<file path="config.mk">
export PLATFORM = sky130hd
export DESIGN_NAME = pgw_top
export DESIGN_NICKNAME = d
export VERILOG_FILES = /design/src/pgw_pkg.sv /design/src/pgw_pix_if.sv /design/src/pgw_db_to_gain.sv /design/src/pgw_datapath.sv /design/src/pgw_top.sv
export SDC_FILE = /design/constraint.sdc
export NUM_CORES = 2
export LEC_CHECK = 0
export ABC_AREA = 1
export BUFFER_PORTS_ARGS = -buffer_cell sky130_fd_sc_hd__buf_2
export CORE_MARGIN = 5
export CORE_UTILIZATION = 60
export CTS_CLUSTER_DIAMETER = 100
export DETAILED_ROUTE_END_ITERATION = 10
export PLACE_DENSITY = 0.87
export SYNTH_ARGS = -nofsm -noshare
export SYNTH_HDL_FRONTEND = slang
export SYNTH_HIERARCHICAL = 1
export SYNTH_SLANG_ARGS = --single-unit
export TNS_END_PERCENT = 20
</file>
<file path="constraint.sdc">
create_clock -name i_clock -period 16.1 [get_ports i_clock]
set_input_delay 1.61 -clock i_clock [delete_from_list [all_inputs] [get_ports i_clock]]
set_output_delay 1.61 -clock i_clock [all_outputs]
set_load 0.02 [all_outputs]
</file>
<file path="src/pgw_pkg.sv">
package pgw_pkg;
  // Pixel and gain widths
  localparam int PIX_W = 12; // Internal and widest output depth
  localparam int GAIN_W = 14; // Gain setting width
  localparam int GAIN_FRAC = 12; // Setting / 4096 is the factor
  // Gain limits and reset values
  localparam logic [13:0] GAIN_MIN = 14'h0aab; // 2731, -3.5 dB
  localparam logic [13:0] GAIN_UNITY = 14'h1000; // 4096, 0 dB
  localparam logic [13:0] GAIN_NORM_MAX = 14'h2000; // 8192, +6 dB
  localparam logic [13:0] GAIN_MAX = 14'h3fff; // 16383, +12 dB
  localparam logic [13:0] GAIN_RST = 14'h1000; // Global gain after reset
  localparam logic [13:0] RED_RST = 14'h1000; // Red gain after reset
  localparam logic [13:0] GREEN_RST = 14'h1800; // Green gain after reset
  localparam logic [13:0] BLUE_RST = 14'h2000; // Blue gain after reset
  localparam logic [11:0] DB_RST = 12'h000; // 0 dB in 1/16 dB steps
  // dB to factor conversion, dB held in 1/16 dB steps
  localparam logic [21:0] DB_TO_LOG2 = 22'h0002a8; // 680/16 = 4096/6.0206/16
  localparam logic [10:0] MANT_B = 11'h57f; // 1407, curvature of 2^f
  localparam logic [12:0] MANT_A = 13'h0a81; // 2689, slope of 2^f
  // Output depth modes
  typedef enum logic [1:0] {MODE_8, MODE_10, MODE_12} pgw_mode_t;
  localparam logic [1:0] MODE_RST = 2'h0; // 8-bit output after reset
  // Offset limits per mode, in setting units
  localparam logic [12:0] OFS_LIM_8 = 13'h00ff; // 255
  localparam logic [12:0] OFS_LIM_10 = 13'h03ff; // 1023
  localparam logic [12:0] OFS_LIM_12 = 13'h0fff; // 4095
  localparam logic [3:0] SHIFT_8 = 4'h4; // 16 units per count
  localparam logic [3:0] SHIFT_10 = 4'h2; // 4 units per count
  localparam logic [3:0] SHIFT_12 = 4'h0; // 1 unit per count
  localparam logic [11:0] PIX_MAX = 12'hfff; // 12-bit full scale
  // Register byte offsets
  localparam logic [7:0] ADR_GAIN_RAW = 8'h00;
  localparam logic [7:0] ADR_GAIN_DB = 8'h04;
  localparam logic [7:0] ADR_OFS_RAW = 8'h08;
  localparam logic [7:0] ADR_OFS_DN = 8'h0c;
  localparam logic [7:0] ADR_RED = 8'h10;
  localparam logic [7:0] ADR_GREEN = 8'h14;
  localparam logic [7:0] ADR_BLUE = 8'h18;
  localparam logic [7:0] ADR_GREEN2 = 8'h1c;
  localparam logic [7:0] ADR_G2_EN = 8'h20;
  localparam logic [7:0] ADR_MODE = 8'h24;
  localparam logic [7:0] ADR_STATUS = 8'h28;
  localparam logic [15:0] CLIP_MAX = 16'hffff; // Clip counter ceiling
endpackage

</file>
<file path="src/pgw_pix_if.sv">
`timescale 1ns/1ps
interface pgw_pix_if;
  logic in_valid; // Pixel present
  logic [11:0] in_pix; // Sensor value
  logic in_line_b; // Pixel from line B
  logic in_green; // Pixel is green
  logic [13:0] glob_gain; // Global gain setting
  logic [13:0] col_gain; // Selected colour gain
  logic signed [12:0] offset; // Offset in setting units
  pgw_pkg::pgw_mode_t mode; // Output depth
  logic out_valid; // Result present
  logic [11:0] out_pix; // Result value
  logic out_line_b; // Line tag passed on
  logic out_green; // Colour tag passed on
  logic out_clip; // Result was clamped
  modport src (output in_valid, in_pix, in_line_b, in_green, glob_gain, col_gain, offset, mode,
               input out_valid, out_pix, out_line_b, out_green, out_clip);
  modport dp (input in_valid, in_pix, in_line_b, in_green, glob_gain, col_gain, offset, mode,
              output out_valid, out_pix, out_line_b, out_green, out_clip);
endinterface

</file>
<file path="src/pgw_db_to_gain.sv">
`timescale 1ns/1ps
module pgw_db_to_gain (
  input wire logic i_clock, // Pixel clock
  input wire logic i_rst_b, // Sync reset, active low
  input wire logic i_start, // Convert i_db
  input wire logic signed [11:0] i_db, // Gain in 1/16 dB
  output logic o_done, // Result valid pulse
  output logic [13:0] o_gain // Integer setting
);
  // Log2 of the factor in Q12: dB / 6.0206
  logic signed [21:0] prod; // dB times scale
  logic signed [21:0] expo; // Q12 exponent
  logic signed [9:0] ipart; // Whole octaves
  logic [11:0] fpart; // Fraction of an octave
  logic [22:0] sq; // Curvature term
  logic [12:0] coef; // Slope plus curvature
  logic [24:0] mprod; // Fraction times slope
  logic [14:0] mant; // 2^f in Q12
  logic [14:0] scaled; // After octave shift
  logic [13:0] gain_next; // Clamped setting
  assign prod = 22'(i_db) * $signed(pgw_pkg::DB_TO_LOG2);
  assign expo = prod >>> 4;
  assign ipart = expo[21:12];
  assign fpart = expo[11:0];
  // Quadratic fit of 2^f keeps error under half a percent
  assign sq = 23'(fpart) * 23'(pgw_pkg::MANT_B);
  assign coef = pgw_pkg::MANT_A + 13'(sq[22:12]);
  assign mprod = 25'(fpart) * 25'(coef);
  assign mant = 15'(pgw_pkg::GAIN_UNITY) + 15'(mprod[24:12]);
  // Only one octave either side is in range, beyond that clamp
  assign scaled = (ipart > 10'sd1) ? 15'h7fff :
                  (ipart == 10'sd1) ? {mant[13:0], 1'b0} :
                  (ipart == 10'sd0) ? mant :
                  (ipart == -10'sd1) ? {1'b0, mant[14:1]} : 15'h0000;
  assign gain_next = (scaled > 15'(pgw_pkg::GAIN_MAX)) ? pgw_pkg::GAIN_MAX :
                     (scaled < 15'(pgw_pkg::GAIN_MIN)) ? pgw_pkg::GAIN_MIN : scaled[13:0];
  // Result register
  always_ff @(posedge i_clock) begin
    if (!i_rst_b) begin
      o_done <= 1'b0;
      o_gain <= pgw_pkg::GAIN_RST;
    end else begin
      o_done <= i_start;
      if (i_start) begin
        o_gain <= gain_next;
      end
    end
  end
endmodule

</file>
<file path="src/pgw_datapath.sv">
`timescale 1ns/1ps
module pgw_datapath (
  input wire logic i_clock, // Pixel clock
  input wire logic i_rst_b, // Sync reset, active low
  pgw_pix_if.dp p // Pixel stream in and out
);
  logic [13:0] geff; // Global gain as applied
  logic [27:0] gprod; // Global times colour
  logic [13:0] tot_next; // Total gain, clamped
  logic s1_valid_reg; // Stage 1 valid
  logic [11:0] s1_pix_reg; // Stage 1 pixel
  logic s1_line_b_reg; // Stage 1 line tag
  logic s1_green_reg; // Stage 1 colour tag
  logic [13:0] s1_tot_reg; // Stage 1 total gain
  logic signed [12:0] s1_ofs_reg; // Stage 1 offset
  pgw_pkg::pgw_mode_t s1_mode_reg; // Stage 1 depth
  logic [25:0] pprod; // Pixel times gain
  logic signed [15:0] sum; // Gained pixel plus offset
  logic [11:0] clamped; // Within 12-bit range
  logic [11:0] shifted; // At output depth
  // Above +6 dB global only when this colour adds no gain
  assign geff = (p.glob_gain > pgw_pkg::GAIN_NORM_MAX && p.col_gain > pgw_pkg::GAIN_UNITY) ?
                pgw_pkg::GAIN_NORM_MAX : p.glob_gain;
  // dB sum is the product of factors, capped at +12 dB
  assign gprod = 28'(geff) * 28'(p.col_gain);
  assign tot_next = (gprod[27:12] > 16'(pgw_pkg::GAIN_MAX)) ? pgw_pkg::GAIN_MAX : gprod[25:12];
  // Stage 1: gain pair resolved
  always_ff @(posedge i_clock) begin
    if (!i_rst_b) begin
      s1_valid_reg <= 1'b0;
      s1_pix_reg <= 12'h000;
      s1_line_b_reg <= 1'b0;
      s1_green_reg <= 1'b0;
      s1_tot_reg <= pgw_pkg::GAIN_UNITY;
      s1_ofs_reg <= 13'sh0000;
      s1_mode_reg <= pgw_pkg::MODE_8;
    end else begin
      s1_valid_reg <= p.in_valid;
      s1_pix_reg <= p.in_pix;
      s1_line_b_reg <= p.in_line_b;
      s1_green_reg <= p.in_green;
      s1_tot_reg <= tot_next;
      s1_ofs_reg <= p.offset;
      s1_mode_reg <= p.mode;
    end
  end
  // Scale by setting / 4096, then offset on the 12-bit scale
  assign pprod = 26'(s1_pix_reg) * 26'(s1_tot_reg);
  assign sum = $signed({2'b00, pprod[25:12]}) + 16'(s1_ofs_reg);
  // Saturate instead of wrapping
  assign clamped = (sum < 16'sh0000) ? 12'h000 :
                   (sum > $signed({4'h0, pgw_pkg::PIX_MAX})) ? pgw_pkg::PIX_MAX : sum[11:0];
  // Low bits dropped so 16 or 4 units make one output count
  assign shifted = (s1_mode_reg == pgw_pkg::MODE_8) ? (clamped >> pgw_pkg::SHIFT_8) :
                   (s1_mode_reg == pgw_pkg::MODE_10) ? (clamped >> pgw_pkg::SHIFT_10) :
                   (clamped >> pgw_pkg::SHIFT_12);
  // Stage 2: result register
  always_ff @(posedge i_clock) begin
    if (!i_rst_b) begin
      p.out_valid <= 1'b0;
      p.out_pix <= 12'h000;
      p.out_line_b <= 1'b0;
      p.out_green <= 1'b0;
      p.out_clip <= 1'b0;
    end else begin
      p.out_valid <= s1_valid_reg;
      p.out_pix <= shifted;
      p.out_line_b <= s1_line_b_reg;
      p.out_green <= s1_green_reg;
      p.out_clip <= s1_valid_reg && (sum < 16'sh0000 || sum > 16'sh0fff);
    end
  end
endmodule

</file>
<file path="src/pgw_top.sv">
// Summary of operation
// - One global gain scales all colours
// - Global gain minimum 2731, reset 4096
// - Factor equals setting divided by 4096
// - Global gain normally capped at 8192
// - Up to 16383 only with colour gain at most 4096
// - Total gain is global times colour factor
// - 8-bit: offset +-255, 16 per count
// - 10-bit: offset +-1023, 4 per count
// - 12-bit: offset +-4095, 1 per count
// - Global gain writable in dB or integer
// - Offset writable in counts or integer
// - Red and blue gains hit own colour
// - Green gain covers both lines when shared
// - Separate line B green when enabled
// - Reset colour gains 4096, 6144, 8192
// - Separate line B green off after reset
// - Colour gains use the same 4096 scale
// - Colour gains kept within 2731 to 16383
// - Line A red/green, line B green/blue
// - Line B green starts from green gain
//
// Added by the designer: the register offsets and the Wishbone slave port.
`timescale 1ns/1ps
module pgw_top (
  input wire logic i_clock, // 200 MHz pixel clock
  input wire logic i_rst_b, // Sync reset, active low
  input wire logic i_wb_cyc, // Bus cycle
  input wire logic i_wb_stb, // Bus strobe
  input wire logic i_wb_we, // Write when high
  input wire logic [7:0] i_wb_adr, // Byte address
  input wire logic [3:0] i_wb_sel, // Byte lanes
  input wire logic [31:0] i_wb_dat, // Write data
  output logic [31:0] o_wb_dat, // Read data
  output logic o_wb_ack, // Access done
  input wire logic i_pix_valid, // Sensor pixel present
  input wire logic [11:0] i_pix_data, // Sensor pixel value
  input wire logic i_pix_line_b, // Pixel from line B
  input wire logic i_pix_green, // Pixel is green
  output logic o_pix_valid, // Result present
  output logic [11:0] o_pix_data, // Result, low bits used
  output logic o_pix_line_b, // Line tag of result
  output logic o_pix_green // Colour tag of result
);
  // Setting registers
  logic [13:0] gain_reg; // Global gain setting
  logic signed [11:0] gain_db_reg; // Last dB written
  logic signed [12:0] ofs_reg; // Offset in setting units
  logic [13:0] red_reg; // Red extra gain
  logic [13:0] green_reg; // Green extra gain
  logic [13:0] blue_reg; // Blue extra gain
  logic [13:0] green2_reg; // Line B green extra gain
  logic g2_en_reg; // Line B green gain in use
  pgw_pkg::pgw_mode_t mode_reg; // Output depth
  logic [15:0] clip_cnt_reg; // Clamped results seen
  logic db_start_reg; // Conversion request
  logic ack_reg; // Bus answer
  logic [31:0] rdat_reg; // Read data held
  // Converter results
  logic db_done; // Converted gain ready
  logic [13:0] db_gain; // Converted gain
  // Pixel stream into the arithmetic stage, declared before the clip counter reads it
  pgw_pix_if pix ();

  // Bus decode
  wire access = i_wb_cyc && i_wb_stb && !ack_reg; // New request this cycle
  wire wr = access && i_wb_we; // Write takes effect with ack
  wire [31:0] sel_mask = {{8{i_wb_sel[3]}}, {8{i_wb_sel[2]}}, {8{i_wb_sel[1]}}, {8{i_wb_sel[0]}}};
  wire hit_gain = (i_wb_adr == pgw_pkg::ADR_GAIN_RAW); // Integer gain
  wire hit_db = (i_wb_adr == pgw_pkg::ADR_GAIN_DB); // dB gain
  wire hit_ofs = (i_wb_adr == pgw_pkg::ADR_OFS_RAW); // Integer offset
  wire hit_dn = (i_wb_adr == pgw_pkg::ADR_OFS_DN); // Offset in counts
  wire hit_red = (i_wb_adr == pgw_pkg::ADR_RED); // Red gain
  wire hit_green = (i_wb_adr == pgw_pkg::ADR_GREEN); // Green gain
  wire hit_blue = (i_wb_adr == pgw_pkg::ADR_BLUE); // Blue gain
  wire hit_green2 = (i_wb_adr == pgw_pkg::ADR_GREEN2); // Line B green
  wire hit_g2_en = (i_wb_adr == pgw_pkg::ADR_G2_EN); // Line B enable
  wire hit_mode = (i_wb_adr == pgw_pkg::ADR_MODE); // Depth select
  wire hit_status = (i_wb_adr == pgw_pkg::ADR_STATUS); // Clip counter

  // Offset in output counts: setting shifted by the mode's step
  wire [3:0] ofs_shift = (mode_reg == pgw_pkg::MODE_8) ? pgw_pkg::SHIFT_8 :
                         (mode_reg == pgw_pkg::MODE_10) ? pgw_pkg::SHIFT_10 : pgw_pkg::SHIFT_12;
  wire [12:0] ofs_lim = (mode_reg == pgw_pkg::MODE_8) ? pgw_pkg::OFS_LIM_8 :
                        (mode_reg == pgw_pkg::MODE_10) ? pgw_pkg::OFS_LIM_10 : pgw_pkg::OFS_LIM_12;
  wire signed [12:0] ofs_dn = ofs_reg >>> ofs_shift; // Counts view of offset

  // Read mux, also the base for byte-lane merging
  wire [31:0] rd_word = hit_gain ? {18'h00000, gain_reg} :
                        hit_db ? {{20{gain_db_reg[11]}}, gain_db_reg} :
                        hit_ofs ? {{19{ofs_reg[12]}}, ofs_reg} :
                        hit_dn ? {{19{ofs_dn[12]}}, ofs_dn} :
                        hit_red ? {18'h00000, red_reg} :
                        hit_green ? {18'h00000, green_reg} :
                        hit_blue ? {18'h00000, blue_reg} :
                        hit_green2 ? {18'h00000, green2_reg} :
                        hit_g2_en ? {31'h00000000, g2_en_reg} :
                        hit_mode ? {30'h00000000, mode_reg} :
                        hit_status ? {16'h0000, clip_cnt_reg} : 32'h00000000;
  wire [31:0] wval = (rd_word & ~sel_mask) | (i_wb_dat & sel_mask); // Merged write word

  // Gain writes saturate to the legal setting range
  function automatic logic [13:0] sat_gain(input logic [31:0] v);
    logic [13:0] r;
    r = v[13:0];
    if (v[31] || v > 32'(pgw_pkg::GAIN_MAX)) begin
      r = (v[31]) ? pgw_pkg::GAIN_MIN : pgw_pkg::GAIN_MAX;
    end else if (v < 32'(pgw_pkg::GAIN_MIN)) begin
      r = pgw_pkg::GAIN_MIN;
    end
    return r;
  endfunction

  // Offset writes saturate to the current mode's span
  function automatic logic signed [12:0] sat_ofs(input logic signed [31:0] v, input logic [12:0] lim);
    logic signed [12:0] r;
    r = v[12:0];
    if (v > $signed(32'(lim))) begin
      r = $signed(lim);
    end else if (v < -$signed(32'(lim))) begin
      r = -$signed(lim);
    end
    return r;
  endfunction

  wire [13:0] gain_wr = sat_gain(wval); // Clamped gain write
  wire signed [12:0] ofs_wr = sat_ofs($signed(wval), ofs_lim); // Integer offset write
  wire signed [31:0] dn_units = $signed(wval) <<< ofs_shift; // Counts to units
  wire signed [12:0] dn_wr = sat_ofs(dn_units, ofs_lim); // Counts offset write
  wire mode_ok = (wval[1:0] != 2'h3); // Defined depth code

  // Colour select: line A holds red/green, line B green/blue
  wire [13:0] green_sel = (i_pix_line_b && g2_en_reg) ? green2_reg : green_reg;
  wire [13:0] col_sel = i_pix_green ? green_sel :
                        (i_pix_line_b ? blue_reg : red_reg);

  // Bus answer: one cycle after the strobe, dropped the next cycle
  always_ff @(posedge i_clock) begin
    if (!i_rst_b) begin
      ack_reg <= 1'b0;
      rdat_reg <= 32'h00000000;
    end else begin
      ack_reg <= access;
      if (access) begin
        // Unmapped addresses read zero
        rdat_reg <= rd_word;
      end
    end
  end

  // Global gain, integer path or converted dB path
  always_ff @(posedge i_clock) begin
    if (!i_rst_b) begin
      gain_reg <= pgw_pkg::GAIN_RST;
      gain_db_reg <= pgw_pkg::DB_RST;
      db_start_reg <= 1'b0;
    end else begin
      db_start_reg <= wr && hit_db;
      if (wr && hit_gain) begin
        // Integer form, kept within 2731 to 16383
        gain_reg <= gain_wr;
      end else if (db_done) begin
        // dB form lands two cycles after the write
        gain_reg <= db_gain;
      end
      if (wr && hit_db) begin
        gain_db_reg <= wval[11:0];
      end
    end
  end

  // Offset, either form saturated to the mode's span
  always_ff @(posedge i_clock) begin
    if (!i_rst_b) begin
      ofs_reg <= 13'sh0000;
    end else if (wr && hit_ofs) begin
      ofs_reg <= ofs_wr;
    end else if (wr && hit_dn) begin
      ofs_reg <= dn_wr;
    end
  end

  // Colour gains
  always_ff @(posedge i_clock) begin
    if (!i_rst_b) begin
      red_reg <= pgw_pkg::RED_RST;
      green_reg <= pgw_pkg::GREEN_RST;
      blue_reg <= pgw_pkg::BLUE_RST;
    end else if (wr) begin
      if (hit_red) begin
        red_reg <= gain_wr;
      end
      if (hit_green) begin
        green_reg <= gain_wr;
      end
      if (hit_blue) begin
        blue_reg <= gain_wr;
      end
    end
  end

  // Line B green: copies green on enabling, kept when disabled
  always_ff @(posedge i_clock) begin
    if (!i_rst_b) begin
      g2_en_reg <= 1'b0;
      green2_reg <= pgw_pkg::GREEN_RST;
    end else if (wr && hit_g2_en) begin
      g2_en_reg <= wval[0];
      if (wval[0] && !g2_en_reg) begin
        green2_reg <= green_reg;
      end
    end else if (wr && hit_green2) begin
      green2_reg <= gain_wr;
    end
  end

  // Output depth; undefined code is ignored
  always_ff @(posedge i_clock) begin
    if (!i_rst_b) begin
      mode_reg <= pgw_pkg::pgw_mode_t'(pgw_pkg::MODE_RST);
    end else if (wr && hit_mode && mode_ok) begin
      mode_reg <= pgw_pkg::pgw_mode_t'(wval[1:0]);
    end
  end

  // Clip counter: a clamp in the clearing cycle still counts
  always_ff @(posedge i_clock) begin
    if (!i_rst_b) begin
      clip_cnt_reg <= 16'h0000;
    end else if (wr && hit_status) begin
      clip_cnt_reg <= {15'h0000, pix.out_clip};
    end else if (pix.out_clip && clip_cnt_reg != pgw_pkg::CLIP_MAX) begin
      clip_cnt_reg <= clip_cnt_reg + 16'h0001;
    end
  end

  // dB to integer converter
  pgw_db_to_gain u_db (
    .i_clock(i_clock),
    .i_rst_b(i_rst_b),
    .i_start(db_start_reg),
    .i_db(gain_db_reg),
    .o_done(db_done),
    .o_gain(db_gain)
  );

  // Pixel stream into the arithmetic stage
  assign pix.in_valid = i_pix_valid;
  assign pix.in_pix = i_pix_data;
  assign pix.in_line_b = i_pix_line_b;
  assign pix.in_green = i_pix_green;
  assign pix.glob_gain = gain_reg;
  assign pix.col_gain = col_sel;
  assign pix.offset = ofs_reg;
  assign pix.mode = mode_reg;

  // Two-stage gain, offset and clamp
  pgw_datapath u_dp (
    .i_clock(i_clock),
    .i_rst_b(i_rst_b),
    .p(pix.dp)
  );

  // Outputs straight from the bus and datapath flops
  assign o_wb_ack = ack_reg;
  assign o_wb_dat = rdat_reg;
  assign o_pix_valid = pix.out_valid;
  assign o_pix_data = pix.out_pix;
  assign o_pix_line_b = pix.out_line_b;
  assign o_pix_green = pix.out_green;
endmodule

</file>
## After elaboration in Yosys (flattened, before gate mapping)

Cells that the tools add are included.

- Bitwise operators: 5
- Order comparisons: 14
- $mul: 5
- Add/subtract/negate cells: 6
- Shift-type cells: 2
- Equal/unequal tests: 17
- Reduce and logical (&&, ||, !) cells: 37
- Muxes and demuxes: 46

Operators with widths:

| cell | count |
|---|---|
| 14-bit 2-to-1 mux | 16 |
| 32-bit 2-to-1 mux | 4 |
| 16-bit 2-to-1 mux | 7 |
| 13-bit 2-to-1 mux | 6 |
| 32-bit bitwise AND | 2 |
| 32-bit by 13-bit > comparator with 1-bit output | 2 |
| 32-bit < comparator | 2 |
| 12-bit 2-to-1 mux | 4 |
| 15-bit 2-to-1 mux | 3 |
| 8-bit by 5-bit == test with 1-bit output (second input constant) | 4 |
| 32-bit by 14-bit > comparator with 1-bit output (second input constant) | 1 |
| 32-bit by 12-bit < comparator with 1-bit output (second input constant) | 1 |
| 12-bit negation with 32-bit output | 1 |
| 32-bit NOT | 1 |
| 32-bit OR | 1 |
| 32-bit by 3-bit <<< shifter with 32-bit output | 1 |
| 14-bit by 14-bit multiplier with 28-bit output | 1 |
| 12-bit by 14-bit multiplier with 26-bit output | 1 |
| 12-bit by 13-bit multiplier with 25-bit output | 1 |
| 8-bit by 6-bit == test with 1-bit output (second input constant) | 3 |
| 12-bit by 11-bit multiplier with 23-bit output (second input constant) | 1 |
| 12-bit by 8-bit multiplier with 19-bit output (second input constant) | 1 |
| 1-bit logical AND | 17 |
| 15-bit by 13-bit adder with 16-bit output | 1 |
| other kinds (36) | 50 |

- Logic and storage cells: 163
- Register bits: 223
- Output and inout bits: 48
- Bits of input ports: 64

## Depth between registers and ports, before layout

- Depth in word-level cells: 20
- Mapped depth: 77
- Mapped depth without buffers: 76

## Modules after synthesis

The synthesis kept the hierarchy.

Modules (own cells, without submodules):

| module | area each (sq um) | sequential area each (sq um) | instances | cells each |
|---|---|---|---|---|
| pgw_datapath | 14881.8 | 1201.2 | 1 | 1997 |
| pgw_db_to_gain | 11128.2 | 300.3 | 1 | 1456 |
| pgw_top | 9596.7 | 2662.6 | 1 | 1604 |

## Worst setup path before layout

No wires, ideal clock.

- Path kind: register -> register
- Start point: register gain_db_reg[5]
- End point: register u_db.o_gain[8]
- Arrival time: 12.999 ns
- Period minus slack after synthesis: 13.119 ns
- Cell stages (with the launch flop): 70
- Setup time: 0.120 ns
- Slack: 2.981 ns
- Cell sequence: dfxtp_1 > ha_1 > ha_1 > inv_1 > fa_1 > fa_1 > inv_1 > ha_1 > nand2_1 > nor2_2 > nand2_1 > o211ai_2 > nand3_1 > nand2_1 > xor2_1 > inv_1 > clkbuf_1 > nand2_1 > [... 34 more ...] > ha_1 > a21oi_1 > o21ai_0 > a21oi_1 > nor2_1 > a211oi_1 > nand2_1 > xor2_1 > nand2_1 > nand3_1 > nand2_1 > inv_1 > nand2_1 > nand2_1 > nor2_1 > nand2_4 > nand2_1 > a21oi_1

- Word-level cells in the longest chain between the ends: 12

Ends and longest elaborated chain:

| element | line | text |
|---|---|---|
| from (decl) | pgw_top.sv:47 | `logic signed [11:0] gain_db_reg;` |
| from (signal assigned) | pgw_top.sv:155 | `gain_db_reg <= pgw_pkg::DB_RST;` |
| from (signal assigned) | pgw_top.sv:167 | `gain_db_reg <= wval[11:0];` |
| 12-bit by 8-bit multiplier with 19-bit output (*) | pgw_db_to_gain.sv:21 | `assign prod = 22'(i_db) * $signed(pgw_pkg::DB_TO_LOG2);` |
| 12-bit by 11-bit multiplier with 23-bit output | pgw_db_to_gain.sv:26 | `assign sq = 23'(fpart) * 23'(pgw_pkg::MANT_B);` |
| 12-bit by 11-bit adder with 13-bit output | pgw_db_to_gain.sv:27 | `assign coef = pgw_pkg::MANT_A + 13'(sq[22:12]);` |
| 12-bit by 13-bit multiplier with 25-bit output | pgw_db_to_gain.sv:28 | `assign mprod = 25'(fpart) * 25'(coef);` |
| 13-bit by 13-bit adder with 14-bit output | pgw_db_to_gain.sv:29 | `assign mant = 15'(pgw_pkg::GAIN_UNITY) + 15'(mprod[24:12]);` |
| 14-bit 2-to-1 mux | pgw_db_to_gain.sv:34 | `(ipart == -10'sd1) ? {1'b0, mant[14:1]} : 15'h0000;` |
| 15-bit 2-to-1 mux | pgw_db_to_gain.sv:33 | `(ipart == 10'sd0) ? mant :` |
| 15-bit 2-to-1 mux | pgw_db_to_gain.sv:32 | `(ipart == 10'sd1) ? {mant[13:0], 1'b0} :` |
| 15-bit 2-to-1 mux (*) | pgw_db_to_gain.sv:31 | `assign scaled = (ipart > 10'sd1) ? 15'h7fff :` |
| 15-bit by 12-bit < comparator with 1-bit output | pgw_db_to_gain.sv:36 | `(scaled < 15'(pgw_pkg::GAIN_MIN)) ? pgw_pkg::GAIN_MIN : scaled[13:0];` |
| 14-bit 2-to-1 mux | pgw_db_to_gain.sv:36 |  |
| 14-bit 2-to-1 mux (*) | pgw_db_to_gain.sv:35 | `assign gain_next = (scaled > 15'(pgw_pkg::GAIN_MAX)) ? pgw_pkg::GAIN_MAX :` |
| to (signal assigned) | pgw_db_to_gain.sv:41 | `o_gain <= pgw_pkg::GAIN_RST;` |
| to (signal assigned) | pgw_db_to_gain.sv:45 | `o_gain <= gain_next;` |
| to (decl) | pgw_db_to_gain.sv:8 | `output logic [13:0] o_gain` |

Mark *: on every way between the ends. The rest lies on a longest branch, timed or not.
A chain may end at the register's enable or synchronous reset.

## Worst setup path after layout

- Start point: register gain_db_reg[2]
- End point: register u_db.o_gain[6]

Same word-level chain as after synthesis.

==> out/summary.txt <==
warning count from the yosys run: 6
Multi-input gate area: 0.02656 mm2
flip-flop count of the largest register after layout: 17
area of the core: 0.05891 mm2
Slew Viols, Final: 0
Routed Wire Length: 100900 um
NumNets Final: 5937
RSZ-0062 raised after global routing: false
die width: 253.6 um
clock skew after layout: 0.03394 ns
number of global-route vias before repair: 33187
Post-Syn Area per Cell: 7.041 um2
ys flop type: sky130_fd_sc_hd__dfxtp_1
leakage power figure: 20.94 nW
initial standard-cell utilization of the core: 60.44%
number of buffers inserted by hold repair at cts: 0
Max Cap Viol: 0
Post-Route Hold Slack: 0.4588 ns
arrival time reported for the critical path endpoint: 15.05 ns
startpoint type of the worst setup path: register
EDFF count, synth: 0
depth of the worst hold-timing path: 2
synthesized flop and latch total: 208
wire length of the first global-routing pass: 164800 um
floorplan die height: 253.6 um
worst slew pin tran: 1.051 ns
origin of the critical flop-to-flop path: gain_db_reg[2]$_SDFFE_PN0P_
clock sink count: 208
highest-delay cell along the critical path: sky130_fd_sc_hd__ha_1
pin count of the biggest net entering global routing: 84
n_diodes: 0
most frequently used cell type in the post-synthesis netlist: sky130_fd_sc_hd__nand2_1
Total Negative Setup Slacks: 0 ns
Final period util: 90.47%
count of input and output buffers: 111
Hold Vio Cnt, Final: 0
clock latency of the later-clocked register in the worst-skew pair: 0.59 ns
cell depth of the worst flop-to-flop path: 61
final estimated routing congestion in global placement: 1.021
critical path's largest stage delay: 0.89 ns
Required @ worst endpoint: 16.59 ns
post-detail-place hpwl: 80610 um
power density over the cells: 38.02 mW/mm2
clock buffer depth: 3
post-CTS sizing: 0
portion of synthesized cell area occupied by the leading cell type: 25.24%
H-tree Lvls: 1
Synth-to-Final Area Change: 5.288%
critical setup path kind: reg -> reg
detailed-route via count: 33568
combined global-route utilization of all metal layers: 31.10%
number of remaining DRC errors: 0
TritonCTS clock tree: done
violation count after the first detailed-route iteration: 3396
startpoint of the most critical hold path: u_dp/s1_line_b_reg$_SDFF_PN0_
sequential cell area in the final layout: 0.004164 mm2
worst IR drop on VDD: 0.08459 mV
number of top-level design ports: 112
maximum fanout count along the critical path: 18
number of antenna violations at the first check in global routing: 2
number of filler instances in the final layout: 5056
setup slack of the most critical reg-to-reg path: 1.53 ns
most frequent cells after synthesis: 1162 x sky130_fd_sc_hd__nand2_1, 1045 x sky130_fd_sc_hd__inv_1, 449 x sky130_fd_sc_hd__fa_1
number of setup buffers added after CTS: 0
std cell rows: 89
final setup vio count: 0
worst-case headroom to the max-slew limit: 29.20%
portion of the post-synthesis area used by sequential elements: 11.69%
clock slew seen by the registers of the worst setup and hold paths: 0.06 ns
die footprint: 0.06432 mm2
post-synthesis cell type count: 64
final critical delay including setup and external delays: 14.57 ns
average wire length per cell after detail routing: 17.25 um
total grt overflow: 0
area of the mapped netlist: 0.03561 mm2
end of the worst register-to-register path: u_db/o_gain[6]$_SDFFE_PN0P_
status: completed
instance count of the mapped netlist: 5057
DR vias/cell: 5.736
Inserted Clock Buffers: 26
number of nets produced by synthesis: 5935
cells taking the most area after synthesis: sky130_fd_sc_hd__fa_1 25%, sky130_fd_sc_hd__ha_1 13%, sky130_fd_sc_hd__nand2_1 12%
fmax: 0.06865 GHz
type of the tightest min-delay check: reg -> reg
CP endpoint kind: register
layout cell share with drive strength beyond 1: 6.930%
antenna-violating nets left: 0
terminating pin of the worst hold path: u_dp/p.out_line_b$_SDFF_PN0_
fraction of registers with async set or reset after synthesis: 0%
area leader, netlist: sky130_fd_sc_hd__fa_1
root buf cell: sky130_fd_sc_hd__clkbuf_16
DR pass1 iterations: 6
-- power by group --
group	internal [mW]	total (mW)	switching, mW	leakage [nW]
clock	0.367	0.623	0.256	0.454
sequential	0.524	0.540	0.0162	1.69
combinational	0.0858	0.263	0.177	18.8
total	0.977	1.43	0.449	20.9
-- how the worst max path moves through the flow --
stage,startpoint,end,slack (ns)
2_1_floorplan,gain_db_reg[5]$_SDFFE_PN0P_,u_db/o_gain[8]$_SDFFE_PN0P_,2.98
3_3_place_gp,gain_db_reg[2]$_SDFFE_PN0P_,u_db/o_gain[2]$_SDFFE_PN0P_,2.17
3_5_place_dp,gain_db_reg[2]$_SDFFE_PN0P_,u_db/o_gain[8]$_SDFFE_PN0P_,1.72
4_1_cts,gain_db_reg[2]$_SDFFE_PN0P_,u_db/o_gain[6]$_SDFFE_PN0P_,1.65
5_1_grt,gain_db_reg[2]$_SDFFE_PN0P_,u_db/o_gain[8]$_SDFFE_PN0P_,0.58
6_report,gain_db_reg[2]$_SDFFE_PN0P_,u_db/o_gain[6]$_SDFFE_PN0P_,1.53
-- logic make-up after synthesis --
family	after synthesis	share of synthesized area [%]
AND/OR/NAND/NOR	2070	24.91
buffers and inverters	1260	13.77
multiplexers	1	0.02811
XOR/XNOR	61	1.543
adder cells (fa/ha/maj)	814	38.07
flip-flops	208	11.69
AO/OA/AOI/OAI	643	9.987
-- stage by stage --
stage,instance area (um2),setup WS (ns),instances,power (mW),utilization [%]
2_1_floorplan,35610,2.981,5057,0.7308,-
3_3_place_gp,36570,2.171,5804,0.7991,62.08
3_5_place_dp,36570,1.718,5804,0.8052,62.08
4_1_cts,37490,1.650,5852,1.425,63.64
5_1_grt,37490,0.5789,5852,1.482,63.64
6_report,37490,1.534,5852,1.425,63.64
-- cell type report --
class,instances,share of cell area (%)
Inverter,1095,10.97
Clock inverter,11,0.4172
Timing Repair Buffer,139,2.049
Multi-Input combinational cell,3589,70.84
Tap cell,773,2.580
Clock buffer,37,2.033
Sequential cell,208,11.11
-- layout by cell type, fill, tap and decap left out, types with 29 or more instances in the layout --
master                        n
sky130_fd_sc_hd__nand4_1     68
sky130_fd_sc_hd__inv_1     1045
sky130_fd_sc_hd__a21oi_1    284
sky130_fd_sc_hd__o211ai_1    30
sky130_fd_sc_hd__dfxtp_1    208
sky130_fd_sc_hd__nor2_1     407
sky130_fd_sc_hd__o21ai_1     33
sky130_fd_sc_hd__ha_1       365
sky130_fd_sc_hd__o21ai_0    192
sky130_fd_sc_hd__nand2_1   1162
sky130_fd_sc_hd__nand3_1    246
sky130_fd_sc_hd__fa_1       449
sky130_fd_sc_hd__inv_2       32
sky130_fd_sc_hd__nand2_2     44
sky130_fd_sc_hd__buf_2      110
sky130_fd_sc_hd__nor3_1      32
sky130_fd_sc_hd__buf_4       29
sky130_fd_sc_hd__xor2_1      34
-- critical path, delay by kind of cell, from the launching register on --
kind            cells  cell delay (ns)
simple gates       19             2.36
xor+xnor            2             0.59
buf+inv            12             1.48
compound gates     11             1.75
fa+ha+maj          17             7.91
flops               1             0.37
-- routing by layer --
| metal | global-route usage, % | part of all wire, % | up-vias |
|---|---|---|---|
| li1 | - | - | 15624 |
| met3 | 5.987 | 11 | 374 |
| met4 | 12.34 | 4.8 | 2 |
| met1 | 41.17 | 39 | 15687 |
| met2 | 50.72 | 45 | 1881 |
| met5 | 0 | 0.0069 | - |
(Power assumes the default switching activity.)
